===== src/shared/pscr_pkg.sv =====
// Package for the pack status and charger request block.
// Assumes one 125 MHz system clock. All timing is derived from that rate.
package pscr_pkg;

	// ------------------------------------------------------------
	// Clock and timing base
	// ------------------------------------------------------------
	localparam int CLK_PERIOD_NS   = 8;
	localparam int TICK_TIME_US    = 100;                              // Protection time base
	localparam int TICK_CYCLES     = (TICK_TIME_US * 1000) / CLK_PERIOD_NS;
	localparam int TICKS_PER_MS    = 1000 / TICK_TIME_US;
	localparam int REQ_PERIOD_MS   = 100;
	localparam int REQ_PERIOD_TICKS = REQ_PERIOD_MS * TICKS_PER_MS;
	localparam int SC_TIME_US      = 300;
	localparam int SC_TICKS        = (SC_TIME_US + TICK_TIME_US - 1) / TICK_TIME_US;
	localparam int OC1_TIME_S      = 5;
	localparam int OC1_TICKS       = OC1_TIME_S * 1000 * TICKS_PER_MS;
	localparam int OC2_TIME_MS     = 50;
	localparam int OC2_TICKS       = OC2_TIME_MS * TICKS_PER_MS;
	localparam int OV_TIME_S       = 4;
	localparam int OV_TICKS        = OV_TIME_S * 1000 * TICKS_PER_MS;
	localparam int UV_TIME_S       = 2;
	localparam int UV_TICKS        = UV_TIME_S * 1000 * TICKS_PER_MS;

	// ------------------------------------------------------------
	// Thresholds (current in 1/16 A, voltage in 1/256 V)
	// ------------------------------------------------------------
	localparam int CURR_LSB_PER_A  = 16;
	localparam int SC_CURR_A       = 300;
	localparam int OC1_CURR_A      = 65;
	localparam int OC2_CURR_A      = 85;
	localparam logic [15:0] SC_RAW  = 16'(SC_CURR_A * CURR_LSB_PER_A);
	localparam logic [15:0] OC1_RAW = 16'(OC1_CURR_A * CURR_LSB_PER_A);
	localparam logic [15:0] OC2_RAW = 16'(OC2_CURR_A * CURR_LSB_PER_A);
	localparam int VOLT_LSB_PER_V  = 256;
	localparam int OV_LO_MV        = 29750;
	localparam int UV_LO_MV        = 18200;
	localparam int OV_HI_MV        = 59500;
	localparam int UV_HI_MV        = 36400;
	// Over-voltage rounds up, under-voltage rounds down: neither trips early
	localparam logic [15:0] OV_LO_RAW = 16'((OV_LO_MV * VOLT_LSB_PER_V + 999) / 1000);
	localparam logic [15:0] UV_LO_RAW = 16'((UV_LO_MV * VOLT_LSB_PER_V) / 1000);
	localparam logic [15:0] OV_HI_RAW = 16'((OV_HI_MV * VOLT_LSB_PER_V + 999) / 1000);
	localparam logic [15:0] UV_HI_RAW = 16'((UV_HI_MV * VOLT_LSB_PER_V) / 1000);

	// ------------------------------------------------------------
	// Status word layouts
	// ------------------------------------------------------------
	localparam int WRN_NODE_ID_EN   = 14;
	localparam int WRN_DEACT_EN     = 12;
	localparam int WRN_NET_FAIL     = 11;
	localparam int WRN_MAX_RECUP    = 7;
	localparam int WRN_TEMP_CHG     = 4;
	localparam int WRN_TEMP_DIS     = 3;
	localparam int WRN_RESERVE_SOC  = 2;
	localparam int WRN_LOW_SOC      = 1;
	localparam int WRN_LOW_VOLT     = 0;
	localparam logic [15:0] WRN_USED_MASK = 16'hD89F;                  // Bits 13,10..8,6,5 unused
	localparam int CHG_SUPPLY_RDY   = 15;
	localparam int CHG_MASTER_RDY   = 14;
	localparam int CHG_SW_TEMP_DIS  = 13;
	localparam int CHG_OUT_OFF      = 12;
	localparam int CHG_MAX_VOLT_REQ = 11;
	localparam int CHG_MAX_CURR_REQ = 10;
	localparam int CHG_CURR_HI_T    = 8;
	localparam int CHG_CURR_NORM_T  = 7;
	localparam int CHG_CURR_LO_T    = 6;
	localparam int CHG_CURR_KEEP    = 5;
	localparam int CHG_CURR_EN      = 4;
	localparam int CHG_VOLT_KEEP    = 1;
	localparam int CHG_VOLT_EN      = 0;
	localparam logic [15:0] CHG_USED_MASK = 16'hFDF3;                  // Bits 9,3,2 unused
	localparam int INF_FULL         = 6;
	localparam int INF_SW_CLOSED    = 2;
	localparam int INF_ALMOST_EMPTY = 1;
	localparam int INF_EMPTY        = 0;

	// ------------------------------------------------------------
	// Charger request message
	// ------------------------------------------------------------
	localparam logic [10:0] REQ_MSG_ID  = 11'h264;
	localparam logic [3:0]  REQ_MSG_DLC = 4'h8;
	localparam int BST_FULL     = 0;
	localparam int BST_TRIP     = 1;
	localparam int BST_SHUTDOWN = 2;

	typedef struct packed {
		logic [15:0] info;
		logic [15:0] warn;
		logic [15:0] err;
		logic [15:0] chg;
	} pscr_status_type;

	typedef struct packed {
		logic [10:0]     id;
		logic [3:0]      dlc;
		logic [7:0][7:0] data;                                          // data[0] is sent first
	} pscr_frame_type;

	typedef enum logic [2:0] {
		ST_CHARGE  = 3'b001,
		ST_STANDBY = 3'b010,
		ST_OFF     = 3'b100
	} pscr_state_type;

endpackage


===== src/rtl/pscr_qual_timer.sv =====
// Qualification timer: a condition must hold for a number of ticks to trip.
// Assumes tick is a one-cycle enable on clk_sys; trip stays until cleared.
module pscr_qual_timer #(
	parameter int W = 16
) (
	input  wire logic         clk_sys,
	input  wire logic         rstn,
	input  wire logic         tick,
	input  wire logic         cond,
	input  wire logic [W-1:0] limit,
	input  wire logic         clear,
	output logic              trip
);
	logic [W-1:0] cnt_ff;
	logic         trip_ff;

	// ------------------------------------------------------------
	// Hold counter
	// ------------------------------------------------------------
	// Restarts whenever the condition drops, so only an unbroken run counts
	always_ff @(posedge clk_sys or negedge rstn) begin
		if (!rstn) begin
			cnt_ff <= '0;
		end else if (!cond) begin
			cnt_ff <= '0;
		end else if (tick && (cnt_ff != limit)) begin
			cnt_ff <= cnt_ff + 1'b1;
		end
	end

	// Sticky trip; a new trip wins over a clear in the same cycle
	always_ff @(posedge clk_sys or negedge rstn) begin
		if (!rstn) begin
			trip_ff <= 1'b0;
		end else if (cond && tick && (cnt_ff == limit - 1'b1)) begin
			trip_ff <= 1'b1;
		end else if (clear) begin
			trip_ff <= 1'b0;
		end
	end

	assign trip = trip_ff;
endmodule


===== src/rtl/pscr_master.sv =====
// Battery pack master: system status summary, charger request framer,
// full-charge handover and protection trips.
// Assumes module status words, measurements and the frame sink share clk_sys.
module pscr_master #(
	parameter int NMOD     = 4,
	parameter int TICK_CYC = pscr_pkg::TICK_CYCLES
) (
	input  wire logic                                   clk_sys,
	input  wire logic                                   rstn,
	input  wire pscr_pkg::pscr_status_type [NMOD-1:0]   mod_status,
	input  wire logic                                   net_fail,
	input  wire logic [7:0]                             soc_pct,
	input  wire logic [7:0]                             reserve_soc_level,
	input  wire logic [7:0]                             low_soc_level,
	input  wire logic [15:0]                            low_volt_level,
	input  wire logic [15:0]                            meas_volt,
	input  wire logic [15:0]                            meas_curr,
	input  wire logic                                   meas_charging,
	input  wire logic                                   pack_variant_high,
	input  wire logic [15:0]                            req_volt,
	input  wire logic [15:0]                            req_curr,
	input  wire logic [15:0]                            standby_volt,
	input  wire logic [15:0]                            standby_curr,
	input  wire logic [15:0]                            keep_power_ms,
	input  wire logic                                   trip_clear,
	input  wire logic                                   frame_ready,
	output pscr_pkg::pscr_status_type                   summary,
	output pscr_pkg::pscr_frame_type                    frame,
	output logic                                        frame_valid,
	output logic                                        full_flag,
	output logic                                        standby,
	output logic                                        shutdown,
	output logic [6:0]                                  trips
);
	import pscr_pkg::*;

	localparam int TW = $clog2(TICK_CYC + 1);

	logic [TW-1:0]   tick_cnt_ff;
	logic            tick_ff;
	logic [15:0]     period_cnt_ff;
	logic [3:0]      ms_sub_ff;
	logic [15:0]     keep_cnt_ff;
	pscr_state_type  state_ff;
	pscr_state_type  nxt_state;
	pscr_status_type summary_ff;
	pscr_status_type nxt_summary;
	pscr_frame_type  frame_ff;
	pscr_frame_type  nxt_frame;
	logic            frame_valid_ff;
	logic            full_ff;
	logic            send_now;
	logic            ms_tick;
	logic            all_full;
	logic            any_trip;
	logic [6:0]      trip_w;
	logic [15:0]     ov_lim;
	logic [15:0]     uv_lim;
	logic [15:0]     tx_volt;
	logic [15:0]     tx_curr;
	logic [7:0]      batt_status;

	// ------------------------------------------------------------
	// Time base
	// ------------------------------------------------------------
	// One pulse per 100 us; every slower timer counts these pulses
	always_ff @(posedge clk_sys or negedge rstn) begin
		if (!rstn) begin
			tick_cnt_ff <= '0;
			tick_ff     <= 1'b0;
		end else if (tick_cnt_ff == TW'(TICK_CYC - 1)) begin
			tick_cnt_ff <= '0;
			tick_ff     <= 1'b1;
		end else begin
			tick_cnt_ff <= tick_cnt_ff + 1'b1;
			tick_ff     <= 1'b0;
		end
	end

	// Millisecond pulse for the keep-power delay
	always_ff @(posedge clk_sys or negedge rstn) begin
		if (!rstn) begin
			ms_sub_ff <= '0;
		end else if (tick_ff) begin
			ms_sub_ff <= (ms_sub_ff == 4'(TICKS_PER_MS - 1)) ? 4'h0 : ms_sub_ff + 1'b1;
		end
	end
	assign ms_tick = tick_ff && (ms_sub_ff == 4'(TICKS_PER_MS - 1));

	// Request period counter
	always_ff @(posedge clk_sys or negedge rstn) begin
		if (!rstn) begin
			period_cnt_ff <= '0;
		end else if (tick_ff) begin
			period_cnt_ff <= send_now ? 16'h0000 : period_cnt_ff + 1'b1;
		end
	end
	assign send_now = tick_ff && (period_cnt_ff == 16'(REQ_PERIOD_TICKS - 1));

	// ------------------------------------------------------------
	// Protection trips
	// ------------------------------------------------------------
	assign ov_lim = pack_variant_high ? OV_HI_RAW : OV_LO_RAW;
	assign uv_lim = pack_variant_high ? UV_HI_RAW : UV_LO_RAW;

	// Order: short, dis 65, dis 85, chg 65, chg 85, over volt, under volt
	pscr_qual_timer #(.W(16)) u_sc (
		.clk_sys (clk_sys), .rstn (rstn), .tick (tick_ff), .clear (trip_clear),
		.cond    (!meas_charging && (meas_curr >= SC_RAW)),
		.limit   (16'(SC_TICKS)), .trip (trip_w[0])
	);
	pscr_qual_timer #(.W(16)) u_doc1 (
		.clk_sys (clk_sys), .rstn (rstn), .tick (tick_ff), .clear (trip_clear),
		.cond    (!meas_charging && (meas_curr >= OC1_RAW)),
		.limit   (16'(OC1_TICKS)), .trip (trip_w[1])
	);
	pscr_qual_timer #(.W(16)) u_doc2 (
		.clk_sys (clk_sys), .rstn (rstn), .tick (tick_ff), .clear (trip_clear),
		.cond    (!meas_charging && (meas_curr >= OC2_RAW)),
		.limit   (16'(OC2_TICKS)), .trip (trip_w[2])
	);
	pscr_qual_timer #(.W(16)) u_coc1 (
		.clk_sys (clk_sys), .rstn (rstn), .tick (tick_ff), .clear (trip_clear),
		.cond    (meas_charging && (meas_curr >= OC1_RAW)),
		.limit   (16'(OC1_TICKS)), .trip (trip_w[3])
	);
	pscr_qual_timer #(.W(16)) u_coc2 (
		.clk_sys (clk_sys), .rstn (rstn), .tick (tick_ff), .clear (trip_clear),
		.cond    (meas_charging && (meas_curr >= OC2_RAW)),
		.limit   (16'(OC2_TICKS)), .trip (trip_w[4])
	);
	pscr_qual_timer #(.W(16)) u_ov (
		.clk_sys (clk_sys), .rstn (rstn), .tick (tick_ff), .clear (trip_clear),
		.cond    (meas_volt >= ov_lim),
		.limit   (16'(OV_TICKS)), .trip (trip_w[5])
	);
	pscr_qual_timer #(.W(16)) u_uv (
		.clk_sys (clk_sys), .rstn (rstn), .tick (tick_ff), .clear (trip_clear),
		.cond    (meas_volt <= uv_lim),
		.limit   (16'(UV_TICKS)), .trip (trip_w[6])
	);
	assign any_trip = |trip_w;

	// ------------------------------------------------------------
	// Full-charge handover
	// ------------------------------------------------------------
	// Each module reports full on info bit 6 and opens its own switch
	assign all_full = summary_ff.info[INF_FULL];

	always_comb begin
		nxt_state = state_ff;
		unique case (state_ff)
			ST_CHARGE:  if (all_full) nxt_state = ST_STANDBY;
			ST_STANDBY: begin
				if (!all_full) begin
					nxt_state = ST_CHARGE;
				end else if (ms_tick && (keep_cnt_ff >= keep_power_ms)) begin
					nxt_state = ST_OFF;
				end
			end
			ST_OFF:     nxt_state = ST_OFF;
		endcase
	end

	always_ff @(posedge clk_sys or negedge rstn) begin
		if (!rstn) begin
			state_ff <= ST_CHARGE;
		end else begin
			state_ff <= nxt_state;
		end
	end

	// Keep-power delay in ms; a zero delay still waits in standby for the next ms pulse
	always_ff @(posedge clk_sys or negedge rstn) begin
		if (!rstn) begin
			keep_cnt_ff <= '0;
		end else if (state_ff != ST_STANDBY) begin
			keep_cnt_ff <= 16'h0001;
		end else if (ms_tick && (keep_cnt_ff != 16'hFFFF)) begin
			keep_cnt_ff <= keep_cnt_ff + 1'b1;
		end
	end

	always_ff @(posedge clk_sys or negedge rstn) begin
		if (!rstn) begin
			full_ff <= 1'b0;
		end else begin
			full_ff <= all_full;
		end
	end

	// ------------------------------------------------------------
	// System summary
	// ------------------------------------------------------------
	// Registered once per cycle so the frame and flags see a stable word
	always_comb begin
		nxt_summary.info = '1;
		nxt_summary.warn = '0;
		nxt_summary.err  = '0;
		nxt_summary.chg  = '0;
		for (int i = 0; i < NMOD; i++) begin
			nxt_summary.info = nxt_summary.info & mod_status[i].info;
			nxt_summary.warn = nxt_summary.warn | mod_status[i].warn;
			nxt_summary.err  = nxt_summary.err  | mod_status[i].err;
			nxt_summary.chg  = nxt_summary.chg  | mod_status[i].chg;
		end
		nxt_summary.warn[WRN_NET_FAIL]    = nxt_summary.warn[WRN_NET_FAIL] | net_fail;
		nxt_summary.warn[WRN_RESERVE_SOC] = (soc_pct <= reserve_soc_level);
		nxt_summary.warn[WRN_LOW_SOC]     = (soc_pct <= low_soc_level);
		nxt_summary.warn[WRN_LOW_VOLT]    = (meas_volt <= low_volt_level);
		// Unused positions are forced low whatever a module sends
		nxt_summary.warn = nxt_summary.warn & WRN_USED_MASK;
		nxt_summary.chg[CHG_OUT_OFF]   = nxt_summary.chg[CHG_OUT_OFF] | any_trip
			| (state_ff == ST_OFF);
		nxt_summary.chg[CHG_CURR_KEEP] = nxt_summary.chg[CHG_CURR_KEEP]
			| (state_ff == ST_STANDBY);
		nxt_summary.chg[CHG_VOLT_KEEP] = nxt_summary.chg[CHG_VOLT_KEEP]
			| (state_ff == ST_STANDBY);
		nxt_summary.chg = nxt_summary.chg & CHG_USED_MASK;
	end

	always_ff @(posedge clk_sys or negedge rstn) begin
		if (!rstn) begin
			summary_ff <= '0;
		end else begin
			summary_ff <= nxt_summary;
		end
	end

	// ------------------------------------------------------------
	// Charger request framer
	// ------------------------------------------------------------
	// Standby sends the standby value; off and trips request nothing
	always_comb begin
		if ((state_ff == ST_OFF) || any_trip) begin
			tx_volt = 16'h0000;
			tx_curr = 16'h0000;
		end else if (state_ff == ST_STANDBY) begin
			tx_volt = standby_volt;
			tx_curr = standby_curr;
		end else begin
			tx_volt = req_volt;
			tx_curr = req_curr;
		end
	end

	always_comb begin
		batt_status               = 8'h00;
		batt_status[BST_FULL]     = full_ff;
		batt_status[BST_TRIP]     = any_trip;
		batt_status[BST_SHUTDOWN] = (state_ff == ST_OFF);
	end

	always_comb begin
		nxt_frame.id      = REQ_MSG_ID;
		nxt_frame.dlc     = REQ_MSG_DLC;
		nxt_frame.data[0] = summary_ff.chg[7:0];
		nxt_frame.data[1] = soc_pct;
		nxt_frame.data[2] = 8'h00;
		nxt_frame.data[3] = tx_volt[7:0];
		nxt_frame.data[4] = tx_volt[15:8];
		nxt_frame.data[5] = tx_curr[7:0];
		nxt_frame.data[6] = tx_curr[15:8];
		nxt_frame.data[7] = batt_status;
	end

	// A frame still waiting when the next period comes is refreshed in place,
	// since the charger only acts on the most recent request
	always_ff @(posedge clk_sys or negedge rstn) begin
		if (!rstn) begin
			frame_ff <= '0;
		end else if (send_now) begin
			frame_ff <= nxt_frame;
		end
	end

	always_ff @(posedge clk_sys or negedge rstn) begin
		if (!rstn) begin
			frame_valid_ff <= 1'b0;
		end else if (send_now) begin
			frame_valid_ff <= 1'b1;
		end else if (frame_ready) begin
			frame_valid_ff <= 1'b0;
		end
	end

	// ------------------------------------------------------------
	// Outputs
	// ------------------------------------------------------------
	assign summary     = summary_ff;
	assign frame       = frame_ff;
	assign frame_valid = frame_valid_ff;
	assign full_flag   = full_ff;
	assign standby     = (state_ff == ST_STANDBY);
	assign shutdown    = (state_ff == ST_OFF);
	assign trips       = trip_w;
endmodule


===== config.mk =====
export PLATFORM = sky130hd
export DESIGN_NAME = pscr_master
export DESIGN_NICKNAME = d
export VERILOG_FILES = /design/src/shared/pscr_pkg.sv /design/src/rtl/pscr_qual_timer.sv /design/src/rtl/pscr_master.sv
export SDC_FILE = /design/constraint.sdc
export NUM_CORES = 1
export LEC_CHECK = 0
export ABC_AREA = 1
export BUFFER_PORTS_ARGS = -buffer_cell sky130_fd_sc_hd__buf_2
export CORE_AREA = 10 10 215 217
export CTS_BUF_LIST = sky130_fd_sc_hd__clkbuf_8
export CTS_CLUSTER_SIZE = 16
export DETAILED_ROUTE_END_ITERATION = 16
export DIE_AREA = 0 0 225 227
export GPL_ROUTABILITY_DRIVEN = 0
export PLACE_DENSITY = 0.68
export REMOVE_ABC_BUFFERS = 1
export SETUP_SLACK_MARGIN = 0.15
export SLEW_MARGIN = 20
export SYNTH_ARGS = -nofsm -noshare
export SYNTH_HDL_FRONTEND = slang
export SYNTH_SLANG_ARGS = --single-unit

===== constraint.sdc =====
create_clock -name clk_sys -period 3.75 [get_ports clk_sys]
set_input_delay 0.75 -clock clk_sys [delete_from_list [all_inputs] [get_ports clk_sys]]
set_output_delay 0.75 -clock clk_sys [all_outputs]
set_load 0.01 [all_outputs]

==> run summary, run 1 <==
STATUS
-------------------------------------------------------------------------------------
Outcome                                                                  finished clean

STA
-------------------------------------------------------------------------------------
Clock period minus final worst setup slack                                    2520 ps
Hold Fails Final Rpt                                                                0
Number of setup violations in the final report                                      0
Tightest hold margin                                                           166 ps
Number of pins exceeding their max-slew limit in the final report                   0
Highest clock frequency the design can meet                                   396 MHz
Share of the cycle needed by the critical path after routing                    67.3%
Clock skew                                                                    32.5 ps
RSZ-0062 raised after global routing                                               no
Relative slew slack                                                             38.5%
Slew @ Worst Pin                                                               921 ps

CTS
-------------------------------------------------------------------------------------
CTS sink count                                                                    280
Clock latency on the worst-skew pair                                           640 ps
Number of setup buffers added after CTS                                             0
CTS root buf                                                             sky130_fd_sc_hd__clkbuf_8
Post-CTS Hold Fix Bufs                                                              0
Inserted Clock Buffers                                                             51
Number of gates resized after CTS                                                   0
Clk buf depth                                                                       3
Clock tree from TritonCTS                                                       built
Level count of the clock H-tree                                                     2
Clock-pin slew of the registers on the worst-case setup and hold paths          60 ps

HOLD PATH
-------------------------------------------------------------------------------------
Path category of the worst min-delay check                               input pin to asynchronous set/reset pin

DIE
-------------------------------------------------------------------------------------
Core region area                                                            41800 um2
Placement row count                                                                75
Die Ht                                                                         227 um
Chip Width                                                                     225 um
Die ar.                                                                     51100 um2
Number of I/O pins                                                                569
Initial standard-cell utilization of the core                                   39.7%

WORST SETUP PATH
-------------------------------------------------------------------------------------
Required time at the endpoint of the critical path                            3000 ps
Startpoint types                                                             register
Largest driver fanout on the critical path                                          5
Worst endpoint data arrival time                                              1770 ps
Critical path class                                                      register to primary output
Sort of element at the end of the critical path                          primary output

DETAILED ROUTING
-------------------------------------------------------------------------------------
Residual antenna-violating net count after detailed routing                         0
Number of DRC violations after detailed routing                                     0
Violation count after the first detailed-route iteration                          862
Vias after detailed routing                                                     15240
Routed wire length                                                            48.5 mm
Drt via density                                                                  4.88
Mean routed wirelength per cell                                               15.5 um
Router iterations before antenna repair                                             5

LOGIC SYNTHESIS
-------------------------------------------------------------------------------------
Synthesized area per cell                                                    8.07 um2
Post-synth ARST share                                                            100%
Cell taking the most area after synthesis                                sky130_fd_sc_hd__dfrtp_1
Synth warnings                                                                      0
Post-synth cell types                                                              53
Post-synth EDFFs                                                                    0
FF+latch count, synth                                                             280
Post-Synthesis Cell Area                                                    16600 um2
Dominant cell by count in the synthesized netlist                        sky130_fd_sc_hd__nand2_1
Number of cells produced by synthesis                                            2052
Portion of synthesized cell area occupied by the leading cell type              42.2%
Sequential area share after synthesis                                           42.3%
Synth top area cells                                                     sky130_fd_sc_hd__dfrtp_1 (42%), sky130_fd_sc_hd__nand2_1 (11%), sky130_fd_sc_hd__ha_1 (5.7%)
Top FF cell, synth                                                       sky130_fd_sc_hd__dfrtp_1
Post-synth top cells                                                     sky130_fd_sc_hd__nand2_1 (506), sky130_fd_sc_hd__dfrtp_1 (279), sky130_fd_sc_hd__inv_1 (214), sky130_fd_sc_hd__nor2_1 (199), sky130_fd_sc_hd__nand3_1 (138)

FINISH
-------------------------------------------------------------------------------------
# diodes                                                                            0
Filler cell count in the final layout                                            4053
Post-route design area                                                      20400 um2
Synthesis-to-layout area growth                                                 23.4%
Non-filler cells in the finished layout                                          3123
Fraction of final layout cells sized beyond drive strength 1                    25.9%
Final #Nets                                                                      3037
FF+latch area                                                                7010 um2
Combined area of the multi-input logic cells                                 8220 um2

GRT
-------------------------------------------------------------------------------------
GR met2 Demand/Resource                                                         32.4%
GRT Resource Usage Total                                                        18.3%
Grt ovf                                                                             0
First-pass GRT wire length                                                    77.2 mm
Global routing usage on met1                                                    20.6%
Via count of the first global-routing pass                                      15617
Antenna violations before repair                                                    0
Met3 GRT Util                                                                   5.12%
Pin count of the biggest net entering global routing                               99
Most utilized layer in the global route result                                   met2

RUN
-------------------------------------------------------------------------------------
Number of max-capacitance violations reported                                       0

PLACEMENT
-------------------------------------------------------------------------------------
Placed wire-length estimate after detailed placement                          38.2 mm
Cell Area, Placed                                                           19300 um2
Port Buffers                                                                      482
Count of placed standard cells including taps                                    3032

PWR
-------------------------------------------------------------------------------------
Leakage power figure                                                        0.0103 uW
Max VDD drop                                                                   281 uV
Power density over cell area                                               354 nW/um2
Overall power consumption                                                     7230 uW

[worst paths after layout]
kind	from	end	slack, ps	cells past startpoint
max	state_ff[2]	shutdown	1230	3
min	rstn	frame[30]	170	1
max reg2reg	u_doc2.trip	frame[43]	1500	5
min reg2reg	summary[54]	full_flag	450	0
max in group asynchronous	rstn	summary[63]	2640	2
min in group clk_sys	mod_status[205]	summary[13]	300	2
[critical path, cell delays in order, from the launching register on]
cell                      delay [ps]
sky130_fd_sc_hd__dfrtp_1         370
sky130_fd_sc_hd__inv_1            60
sky130_fd_sc_hd__nor3_1          480
sky130_fd_sc_hd__buf_2           250
[registers in the layout, indices dropped and copies added, names as in the netlist, 3 cells and up]
name           count
u_doc1.cnt_ff     16
u_coc2.cnt_ff     16
u_coc1.cnt_ff     16
summary           55
frame             50
keep_cnt_ff       16
u_ov.cnt_ff       16
tick_cnt_ff       14
state_ff           3
u_doc2.cnt_ff     16
ms_sub_ff          4
period_cnt_ff     16
u_uv.cnt_ff       16
u_sc.cnt_ff       16
[metrics by stage]
step	TNS [ps]	setup WS (ps)	utilization (%)
2_1_floorplan	-70960	-2000	-
3_3_place_gp	0	1010	46.2
3_5_place_dp	0	892	46.2
4_1_cts	0	1180	48.9
5_1_grt	0	1060	48.9
6_report	0	1230	48.9
[routing by layer]
layer / part of all wire, % / vias up
li1: - / 7620
met1: 40 / 7052
met2: 49 / 493
met3: 7.5 / 75
met4: 3.1 / 0
met5: 0 / -
[final cells by class]
cell class / count / share of cell area [%]
Clock buffer: 62 / 4.18
Clock inverter: 29 / 1.33
Inverter: 230 / 4.23
Multi-Input combinational cell: 1491 / 40.3
Sequential cell: 280 / 34.3
Tap cell: 539 / 3.30
Timing Repair Buffer: 492 / 12.4
[logic make-up (layout without fill, tap and decap cells)]
kind of cell	Yosys count	after routing	share of synthesized area (%)
XOR/XNOR	93	93	4.92
AND/OR/NAND/NOR	1070	1070	29.3
buffers and inverters	314	813	8.83
multiplexers	32	32	1.93
adder cells (fa/ha/maj)	76	76	5.74
flip-flops	280	280	42.3
AO/OA/AOI/OAI	186	186	6.89
other	1	34	0.0226
[power by group]
part           switching [uW]  internal (uW)  leakage [uW]
clock                    1330           1840      0.000629
combinational             585            386       0.00615
sequential               21.8           3060       0.00349
total                    1940           5290        0.0103
[layout by cell type (no fill, tap or decap), types with 34 or more instances in the layout]
cell type,count
sky130_fd_sc_hd__xor2_1,84
sky130_fd_sc_hd__ha_1,76
sky130_fd_sc_hd__conb_1,34
sky130_fd_sc_hd__o21ai_0,57
sky130_fd_sc_hd__nor2_1,199
sky130_fd_sc_hd__nor3_1,60
sky130_fd_sc_hd__buf_2,481
sky130_fd_sc_hd__inv_1,227
sky130_fd_sc_hd__dfrtp_1,279
sky130_fd_sc_hd__nand3_1,137
sky130_fd_sc_hd__clkbuf_8,62
sky130_fd_sc_hd__nand4_1,56
sky130_fd_sc_hd__nand2_1,506
sky130_fd_sc_hd__a21oi_1,49
Note: power is estimated with default switching activity, not from simulation.
==> inputs of run 2 (changes only) <==
--- a/config.mk
+++ b/config.mk
@@ -5,15 +5,15 @@
 export SDC_FILE = /design/constraint.sdc
 export NUM_CORES = 1
 export LEC_CHECK = 0
-export ABC_AREA = 1
+export ABC_AREA = 0
 export BUFFER_PORTS_ARGS = -buffer_cell sky130_fd_sc_hd__buf_2
-export CORE_AREA = 10 10 215 217
+export CORE_AREA = 10 10 213 215
 export CTS_BUF_LIST = sky130_fd_sc_hd__clkbuf_8
 export CTS_CLUSTER_SIZE = 16
 export DETAILED_ROUTE_END_ITERATION = 16
-export DIE_AREA = 0 0 225 227
+export DIE_AREA = 0 0 223 225
 export GPL_ROUTABILITY_DRIVEN = 0
-export PLACE_DENSITY = 0.68
+export PLACE_DENSITY = 0.66
 export REMOVE_ABC_BUFFERS = 1
 export SETUP_SLACK_MARGIN = 0.15
 export SLEW_MARGIN = 20
==> constraint.sdc (replaced) <==
create_clock -name clk_sys -period 2.09 [get_ports clk_sys]
set_input_delay 0.418 -clock clk_sys [delete_from_list [all_inputs] [get_ports clk_sys]]
set_output_delay 0.418 -clock clk_sys [all_outputs]
set_load 0.01 [all_outputs]
==> run summary, run 2 <==
DIE
-------------------------------------------------------------------------------------
Number of I/O pins                                                                569   unchanged
Die Ht                                                                         225 um   -0.88%
Placement row count                                                                75   unchanged
Initial standard-cell utilization of the core                                   35.6%   -4.1 points
Chip Width                                                                     223 um   -0.89%
Die ar.                                                                     50200 um2   -1.8%
Core region area                                                            41400 um2   -0.90%

DETAILED ROUTING
-------------------------------------------------------------------------------------
Number of DRC violations after detailed routing                                     0   unchanged
Mean routed wirelength per cell                                               18.7 um   +20%
Drt via density                                                                  4.98   +2.0%
Residual antenna-violating net count after detailed routing                         0   unchanged
Router iterations before antenna repair                                             4   -1
Violation count after the first detailed-route iteration                          971   +13%
Routed wire length                                                            51.2 mm   +5.7%
Vias after detailed routing                                                     13657   -10%

LOGIC SYNTHESIS
-------------------------------------------------------------------------------------
Post-synth top cells                                                     sky130_fd_sc_hd__dfrtp_1 (279), sky130_fd_sc_hd__nor2_1 (178), sky130_fd_sc_hd__nand2_1 (162), sky130_fd_sc_hd__inv_1 (80), sky130_fd_sc_hd__ha_1 (76)
Number of cells produced by synthesis                                            1502   -27%
Synthesized area per cell                                                    9.80 um2   +21%
Top FF cell, synth                                                       sky130_fd_sc_hd__dfrtp_1
Post-synth cell types                                                              65   +23%
Post-synth EDFFs                                                                    0   unchanged
Cell taking the most area after synthesis                                sky130_fd_sc_hd__dfrtp_1
Dominant cell by count in the synthesized netlist                        sky130_fd_sc_hd__dfrtp_1
Post-Synthesis Cell Area                                                    14700 um2   -11%
Synth top area cells                                                     sky130_fd_sc_hd__dfrtp_1 (47%), sky130_fd_sc_hd__ha_1 (6.5%), sky130_fd_sc_hd__nor2_1 (4.5%)
FF+latch count, synth                                                             280   unchanged
Synth warnings                                                                      0   unchanged
Post-synth ARST share                                                            100%   unchanged
Sequential area share after synthesis                                           47.6%   +5.3 points
Portion of synthesized cell area occupied by the leading cell type              47.4%   +5.3 points

HOLD PATH
-------------------------------------------------------------------------------------
Path category of the worst min-delay check                               input pin to register
Depth of the worst hold-timing path                                                 2

STA
-------------------------------------------------------------------------------------
Clock period minus final worst setup slack                                    2100 ps
Tightest hold margin                                                          50.1 ps   -116 ps
Final TNS setup                                                              -15.9 ps   -15.9 ps
Slew @ Worst Pin                                                               510 ps   -411 ps
RSZ-0062 raised after global routing                                              yes
Share of the cycle needed by the critical path after routing                     100%
Smallest setup slack after layout                                            -5.32 ps   -1230 ps
Number of setup violations in the final report                                      4   +4
Clock skew                                                                    26.8 ps   -5.78 ps
Number of pins exceeding their max-slew limit in the final report                   0   unchanged
Relative slew slack                                                             65.6%   +27 points
Hold Fails Final Rpt                                                                0   unchanged
Highest clock frequency the design can meet                                   477 MHz

FINISH
-------------------------------------------------------------------------------------
Synthesis-to-layout area growth                                                 42.6%
Filler cell count in the final layout                                            3682   -9.2%
Commonest non-fill, non-tap cells in the layout                          sky130_fd_sc_hd__buf_2 (479), sky130_fd_sc_hd__dfrtp_1 (273), sky130_fd_sc_hd__nor2_1 (177), sky130_fd_sc_hd__nand2_1 (117), sky130_fd_sc_hd__inv_1 (95)
Combined area of the multi-input logic cells                                 7620 um2   -7.4%
Utilization of the core after routing                                           50.7%   +1.8 points
FF+latch area                                                                7020 um2   +0.11%
Flip-flop count of the largest register after layout                               55   unchanged
Final #Nets                                                                      2656   -13%
Most common cell after layout, fill and taps aside                       sky130_fd_sc_hd__buf_2
Fraction of final layout cells sized beyond drive strength 1                    35.8%   +9.9 points

WORST SETUP PATH
-------------------------------------------------------------------------------------
Startpoint types                                                             register
Library cell appearing most often on the critical path                   sky130_fd_sc_hd__buf_12
Required time at the endpoint of the critical path                            2580 ps   -420 ps
Sort of element at the end of the critical path                              register
Worst path max stage delay                                                     430 ps   -50 ps
Worst endpoint data arrival time                                              2590 ps   +820 ps
CP max-delay cell                                                        sky130_fd_sc_hd__or4_4
Largest driver fanout on the critical path                                          8   +3
Depth of the most critical reg-to-reg path                                          9   +4
Critical path class                                                      register to register
Critical-path cell list                                                  ha_2 > nand3_2 > or4_4 > or3_4 > buf_12 > buf_12 > buf_16 > nand2_2 > nand2_1

CTS
-------------------------------------------------------------------------------------
Clock latency on the worst-skew pair                                           620 ps   -20 ps
Clock-pin slew of the registers on the worst-case setup and hold paths          70 ps   about the same
Clk buf depth                                                                       3   unchanged
Inserted Clock Buffers                                                             49   -3.9%
CTS root buf                                                             sky130_fd_sc_hd__clkbuf_8
Level count of the clock H-tree                                                     2   unchanged
Clock tree from TritonCTS                                                       built
CTS sink count                                                                    280   unchanged

PLACEMENT
-------------------------------------------------------------------------------------
Port Buffers                                                                      482   unchanged
Placed wire-length estimate after detailed placement                          38.1 mm   -0.31%

RUN
-------------------------------------------------------------------------------------
Number of max-capacitance violations reported                                       0   unchanged

GRT
-------------------------------------------------------------------------------------
Pin count of the biggest net entering global routing                               55   -44%
Grt ovf                                                                             0   unchanged
GRT Resource Usage Total                                                        19.1%   +0.81 points
Via count of the first global-routing pass                                      14379   -7.9%
First-pass GRT wire length                                                    77.5 mm   +0.49%
Antenna violations before repair                                                   10   +10

STATUS
-------------------------------------------------------------------------------------
Outcome                                                                  finished, violations left
Violations in the final reports                                          setup timing

PWR
-------------------------------------------------------------------------------------
Max VDD drop                                                                   537 uV   +91%
Leakage power figure                                                       0.00991 uW   -3.4%
Power density over cell area                                               603 nW/um2   +70%

run 2: changes by cell type after synthesis, sizes merged, moves of 31 or more:
cell,before,now
inv,229,81
nand3,140,61
o21ai,111,34
nor3,75,37
xnor2,9,64
nor2,209,178
nand2,518,162
run 2: critical path: cells and delay by family (launching register included):
kind                     cells  cell delay (ps)
AND/OR/NAND/NOR              5              970
flip-flops                   1              360
buffers and inverters        3              440
adder cells (fa/ha/maj)      1              190
run 2: power breakdown:
part | switching [uW] | internal [uW]
logic | 1070 | 913
registers | 34.3 | 5490
clock network | 2340 | 2820
run 2: final timing paths:
kind | from | to | slack (ps)
worst max-delay path | period_cnt_ff[1] | frame[14] | -5
max in group asynchronous | rstn | u_sc.cnt_ff[12] | 1050
worst max register to register | period_cnt_ff[1] | frame[14] | -5
worst min-delay path | mod_status[68] | summary[4] | 50
worst min register to register | frame[49] | frame[49] | 480
min in group asynchronous | rstn | summary[1] | 330
run 2: repair_timing:
item / in CTS / in global routing
hold buffers: 68 / 1
resized for setup: 87 / 71
pin swaps: 44 / 19
setup buffers: 19 / 18
endpoints found under the hold margin: 81 / 1
gates cloned: 9 / 2
endpoints found under the setup margin: 73 / 100
run 2: kinds of logic after synthesis:
logic type                 share of synthesized area [%]
AOI/OAI and AO/OA                                   6.52
other                                             0.0255
muxes                                               2.66
DFF                                                 47.6
adders and majority gates                           6.46
buffers and inverters                               5.62
and+or+nand+nor                                     23.0
xor gates and xnor gates                            8.15
run 2: per-layer routing:
metal | GRT usage [%] | wire length (um)
met4 | 8.52 | 2020
met1 | 19.5 | 18300
met3 | 5.94 | 4100
met5 | 0 | 0
met2 | 35.2 | 26900
run 2: area by class of cell:
type                       count  area share (%)
clock inverter                28           0.906
sequential                   280            33.4
tap                          539            3.21
timing repair buffer         663            20.8
multi-input combinational   1090            36.3
antenna                        4          0.0477
clock buffer                  59            3.87
inverter                      81            1.46
run 2: metrics by stage:
| step | setup slack (ps) | std cells | power, uW | area, um2 |
|---|---|---|---|---|
| after floorplan | -1420 | 1451 | 6390 | 14300 |
| after global placement | -720 | 2536 | 7220 | 18000 |
| after detailed placement | -731 | 2536 | 7260 | 18000 |
| after CTS | -20.5 | 2719 | 12800 | 20500 |
| after global routing | -74.0 | 2744 | 13300 | 21000 |
| final | -5.32 | 2744 | 12700 | 21000 |
==> inputs of run 3 (changes only) <==
--- a/config.mk
+++ b/config.mk
@@ -15,7 +15,6 @@
 export GPL_ROUTABILITY_DRIVEN = 0
 export PLACE_DENSITY = 0.66
 export REMOVE_ABC_BUFFERS = 1
-export SETUP_SLACK_MARGIN = 0.15
 export SLEW_MARGIN = 20
 export SYNTH_ARGS = -nofsm -noshare
 export SYNTH_HDL_FRONTEND = slang
==> run summary, run 3 (same netlist as run 2, synthesis figures left out) <==
WORST SETUP PATH
-------------------------------------------------------------------------------------
Flop-to-flop setup slack                                                        10 ps   +20 ps
Sort of element at the end of the critical path                              register
Required time at the endpoint of the critical path                            2580 ps   about the same
Launching element of the worst setup path                                period_cnt_ff[1]
Critical path class                                                      register to register
Worst reg2reg startpoint                                                 period_cnt_ff[1]
Largest driver fanout on the critical path                                         36   +28
Worst endpoint data arrival time                                              2570 ps   -20 ps
Startpoint types                                                             register

FINISH
-------------------------------------------------------------------------------------
Fraction of final layout cells sized beyond drive strength 1                    31.3%   -4.5 points
Utilization of the core after routing                                           48.3%   -2.5 points
Most common cell after layout, fill and taps aside                       sky130_fd_sc_hd__buf_2
Non-filler cells in the finished layout                                          2701   -1.6%
Final #Nets                                                                      2613   -1.6%
Commonest non-fill, non-tap cells in the layout                          sky130_fd_sc_hd__buf_2 (480), sky130_fd_sc_hd__dfrtp_1 (279), sky130_fd_sc_hd__nor2_1 (177), sky130_fd_sc_hd__nand2_1 (160), sky130_fd_sc_hd__inv_1 (95)
Flip-flop count of the largest register after layout                               55   unchanged
Synthesis-to-layout area growth                                                 35.7%
Post-route design area                                                      20000 um2   -4.8%

DIE
-------------------------------------------------------------------------------------
Die Ht                                                                         225 um   unchanged
Core region area                                                            41400 um2   unchanged
Placement row count                                                                75   unchanged
Chip Width                                                                     223 um   unchanged
Initial standard-cell utilization of the core                                   35.6%   unchanged
Number of I/O pins                                                                569   unchanged
Die ar.                                                                     50200 um2   unchanged

CTS
-------------------------------------------------------------------------------------
CTS root buf                                                             sky130_fd_sc_hd__clkbuf_8
Clock-pin slew of the registers on the worst-case setup and hold paths          60 ps   about the same
CTS sink count                                                                    280   unchanged
Level count of the clock H-tree                                                     2   unchanged
Clk buf depth                                                                       3   unchanged
Clock latency on the worst-skew pair                                           620 ps   about the same
Clock tree from TritonCTS                                                       built
Inserted Clock Buffers                                                             49   unchanged

STA
-------------------------------------------------------------------------------------
RSZ-0062 raised after global routing                                              yes
Clock skew                                                                    30.2 ps   +3.45 ps
Number of pins exceeding their max-slew limit in the final report                   0   unchanged
Highest clock frequency the design can meet                                   482 MHz   +0.91%
Hold Fails Final Rpt                                                                0   unchanged
Slew @ Worst Pin                                                               517 ps   +7.78 ps
Final TNS setup                                                                  0 ps   +15.9 ps
Number of setup violations in the final report                                      0   -4
Relative slew slack                                                             65.2%   -0.34 points
Share of the cycle needed by the critical path after routing                    99.4%   -0.90 points
Clock period minus final worst setup slack                                    2080 ps   -18.9 ps

PWR
-------------------------------------------------------------------------------------
Max VDD drop                                                                   496 uV   -7.7%
Power density over cell area                                               626 nW/um2   +3.8%
Leakage power figure                                                       0.00956 uW   -3.5%
Overall power consumption                                                    12500 uW   -1.2%

PLACEMENT
-------------------------------------------------------------------------------------
Port Buffers                                                                      482   unchanged
Cell Area, Placed                                                           18000 um2   unchanged
Placed wire-length estimate after detailed placement                          38.1 mm   unchanged
Count of placed standard cells including taps                                    2536   unchanged

RUN
-------------------------------------------------------------------------------------
Number of max-capacitance violations reported                                       0   unchanged

DETAILED ROUTING
-------------------------------------------------------------------------------------
Vias after detailed routing                                                     13250   -3.0%
Drt via density                                                                  4.91   -1.4%
Router iterations before antenna repair                                             4   unchanged
Number of DRC violations after detailed routing                                     0   unchanged
Routed wire length                                                            48.8 mm   -4.7%
Mean routed wirelength per cell                                               18.1 um   -3.1%
Violation count after the first detailed-route iteration                          979   +0.82%
Residual antenna-violating net count after detailed routing                         0   unchanged

HOLD PATH
-------------------------------------------------------------------------------------
Launch instance of the worst min-delay path                              mod_status[68]
Path category of the worst min-delay check                               input pin to register

STATUS
-------------------------------------------------------------------------------------
Outcome                                                                  finished clean

GRT
-------------------------------------------------------------------------------------
Via count of the first global-routing pass                                      14020   -2.5%
GRT Resource Usage Total                                                        18.6%   -0.58 points
First-pass GRT wire length                                                    75.2 mm   -3.0%
Antenna violations before repair                                                   10   unchanged
Grt ovf                                                                             0   unchanged
Pin count of the biggest net entering global routing                               55   unchanged

run 3: cell types whose count changed in the layout (fill, tap and decap cells not counted), sizes merged:
cell	before	now
clkbuf	61	59
buf	592	551
run 3: what timing repair did:
action	in CTS	in global routing
hold endpoints to repair	81	1
setup endpoints to repair	34	36
buffers inserted	3	2
hold buffers	68	1
gates resized for setup	9	32
pin swaps	2	3
run 3: metrics by stage:
stage,setup WS [ps],hold WS [ps]
after floorplan,-1420,122
after global placement,-720,388
after detailed placement,-731,389
after CTS,-5.68,0.0155
after global routing,-76.1,1.75
final,13.5,59.1
run 3: area by class of cell:
type,count,area [um2]
Antenna cell,4,10.0
Clock buffer,59,812
Clock inverter,28,190
Fill cell,3845,21400
Inverter,81,307
Multi-Input combinational cell,1090,7210
Sequential cell,280,7010
Tap cell,539,674
Timing Repair Buffer,620,3760
run 3: path summary, 6_finish.rpt:
| kind | endpoint | depth (start not counted) |
|---|---|---|
| max | frame[30] | 6 |
| min | summary[4] | 2 |
| max reg2reg | frame[30] | 6 |
| min reg2reg | frame[5] | 2 |
| max in group asynchronous | u_sc.cnt_ff[12] | 3 |
| min in group asynchronous | frame[24] | 2 |
run 3: power by group:
part | switching [uW] | internal [uW]
clock | 2330 | 2820
sequential | 53.1 | 5490
combinational | 965 | 856
total | 3350 | 9160
run 3: metal layers:
layer  GRT usage (%)  vias up  share of wire (%)  wire length, um
met2            34.0      551                 52            25200
met3            6.03      106                8.2             4000
met1            19.1     6175                 36            17800
met4            7.76        0                3.8             1870
met5               0        -                  0                0
li1                -     6418                  -                -
run 3: critical path, cell delays in order (launching register included):
cell and delay, ps:
sky130_fd_sc_hd__dfrtp_1 360, sky130_fd_sc_hd__ha_2 190, sky130_fd_sc_hd__nand3_2 70, sky130_fd_sc_hd__or4_4 430, sky130_fd_sc_hd__or3_4 450, sky130_fd_sc_hd__buf_12 200
sky130_fd_sc_hd__o31ai_2 250
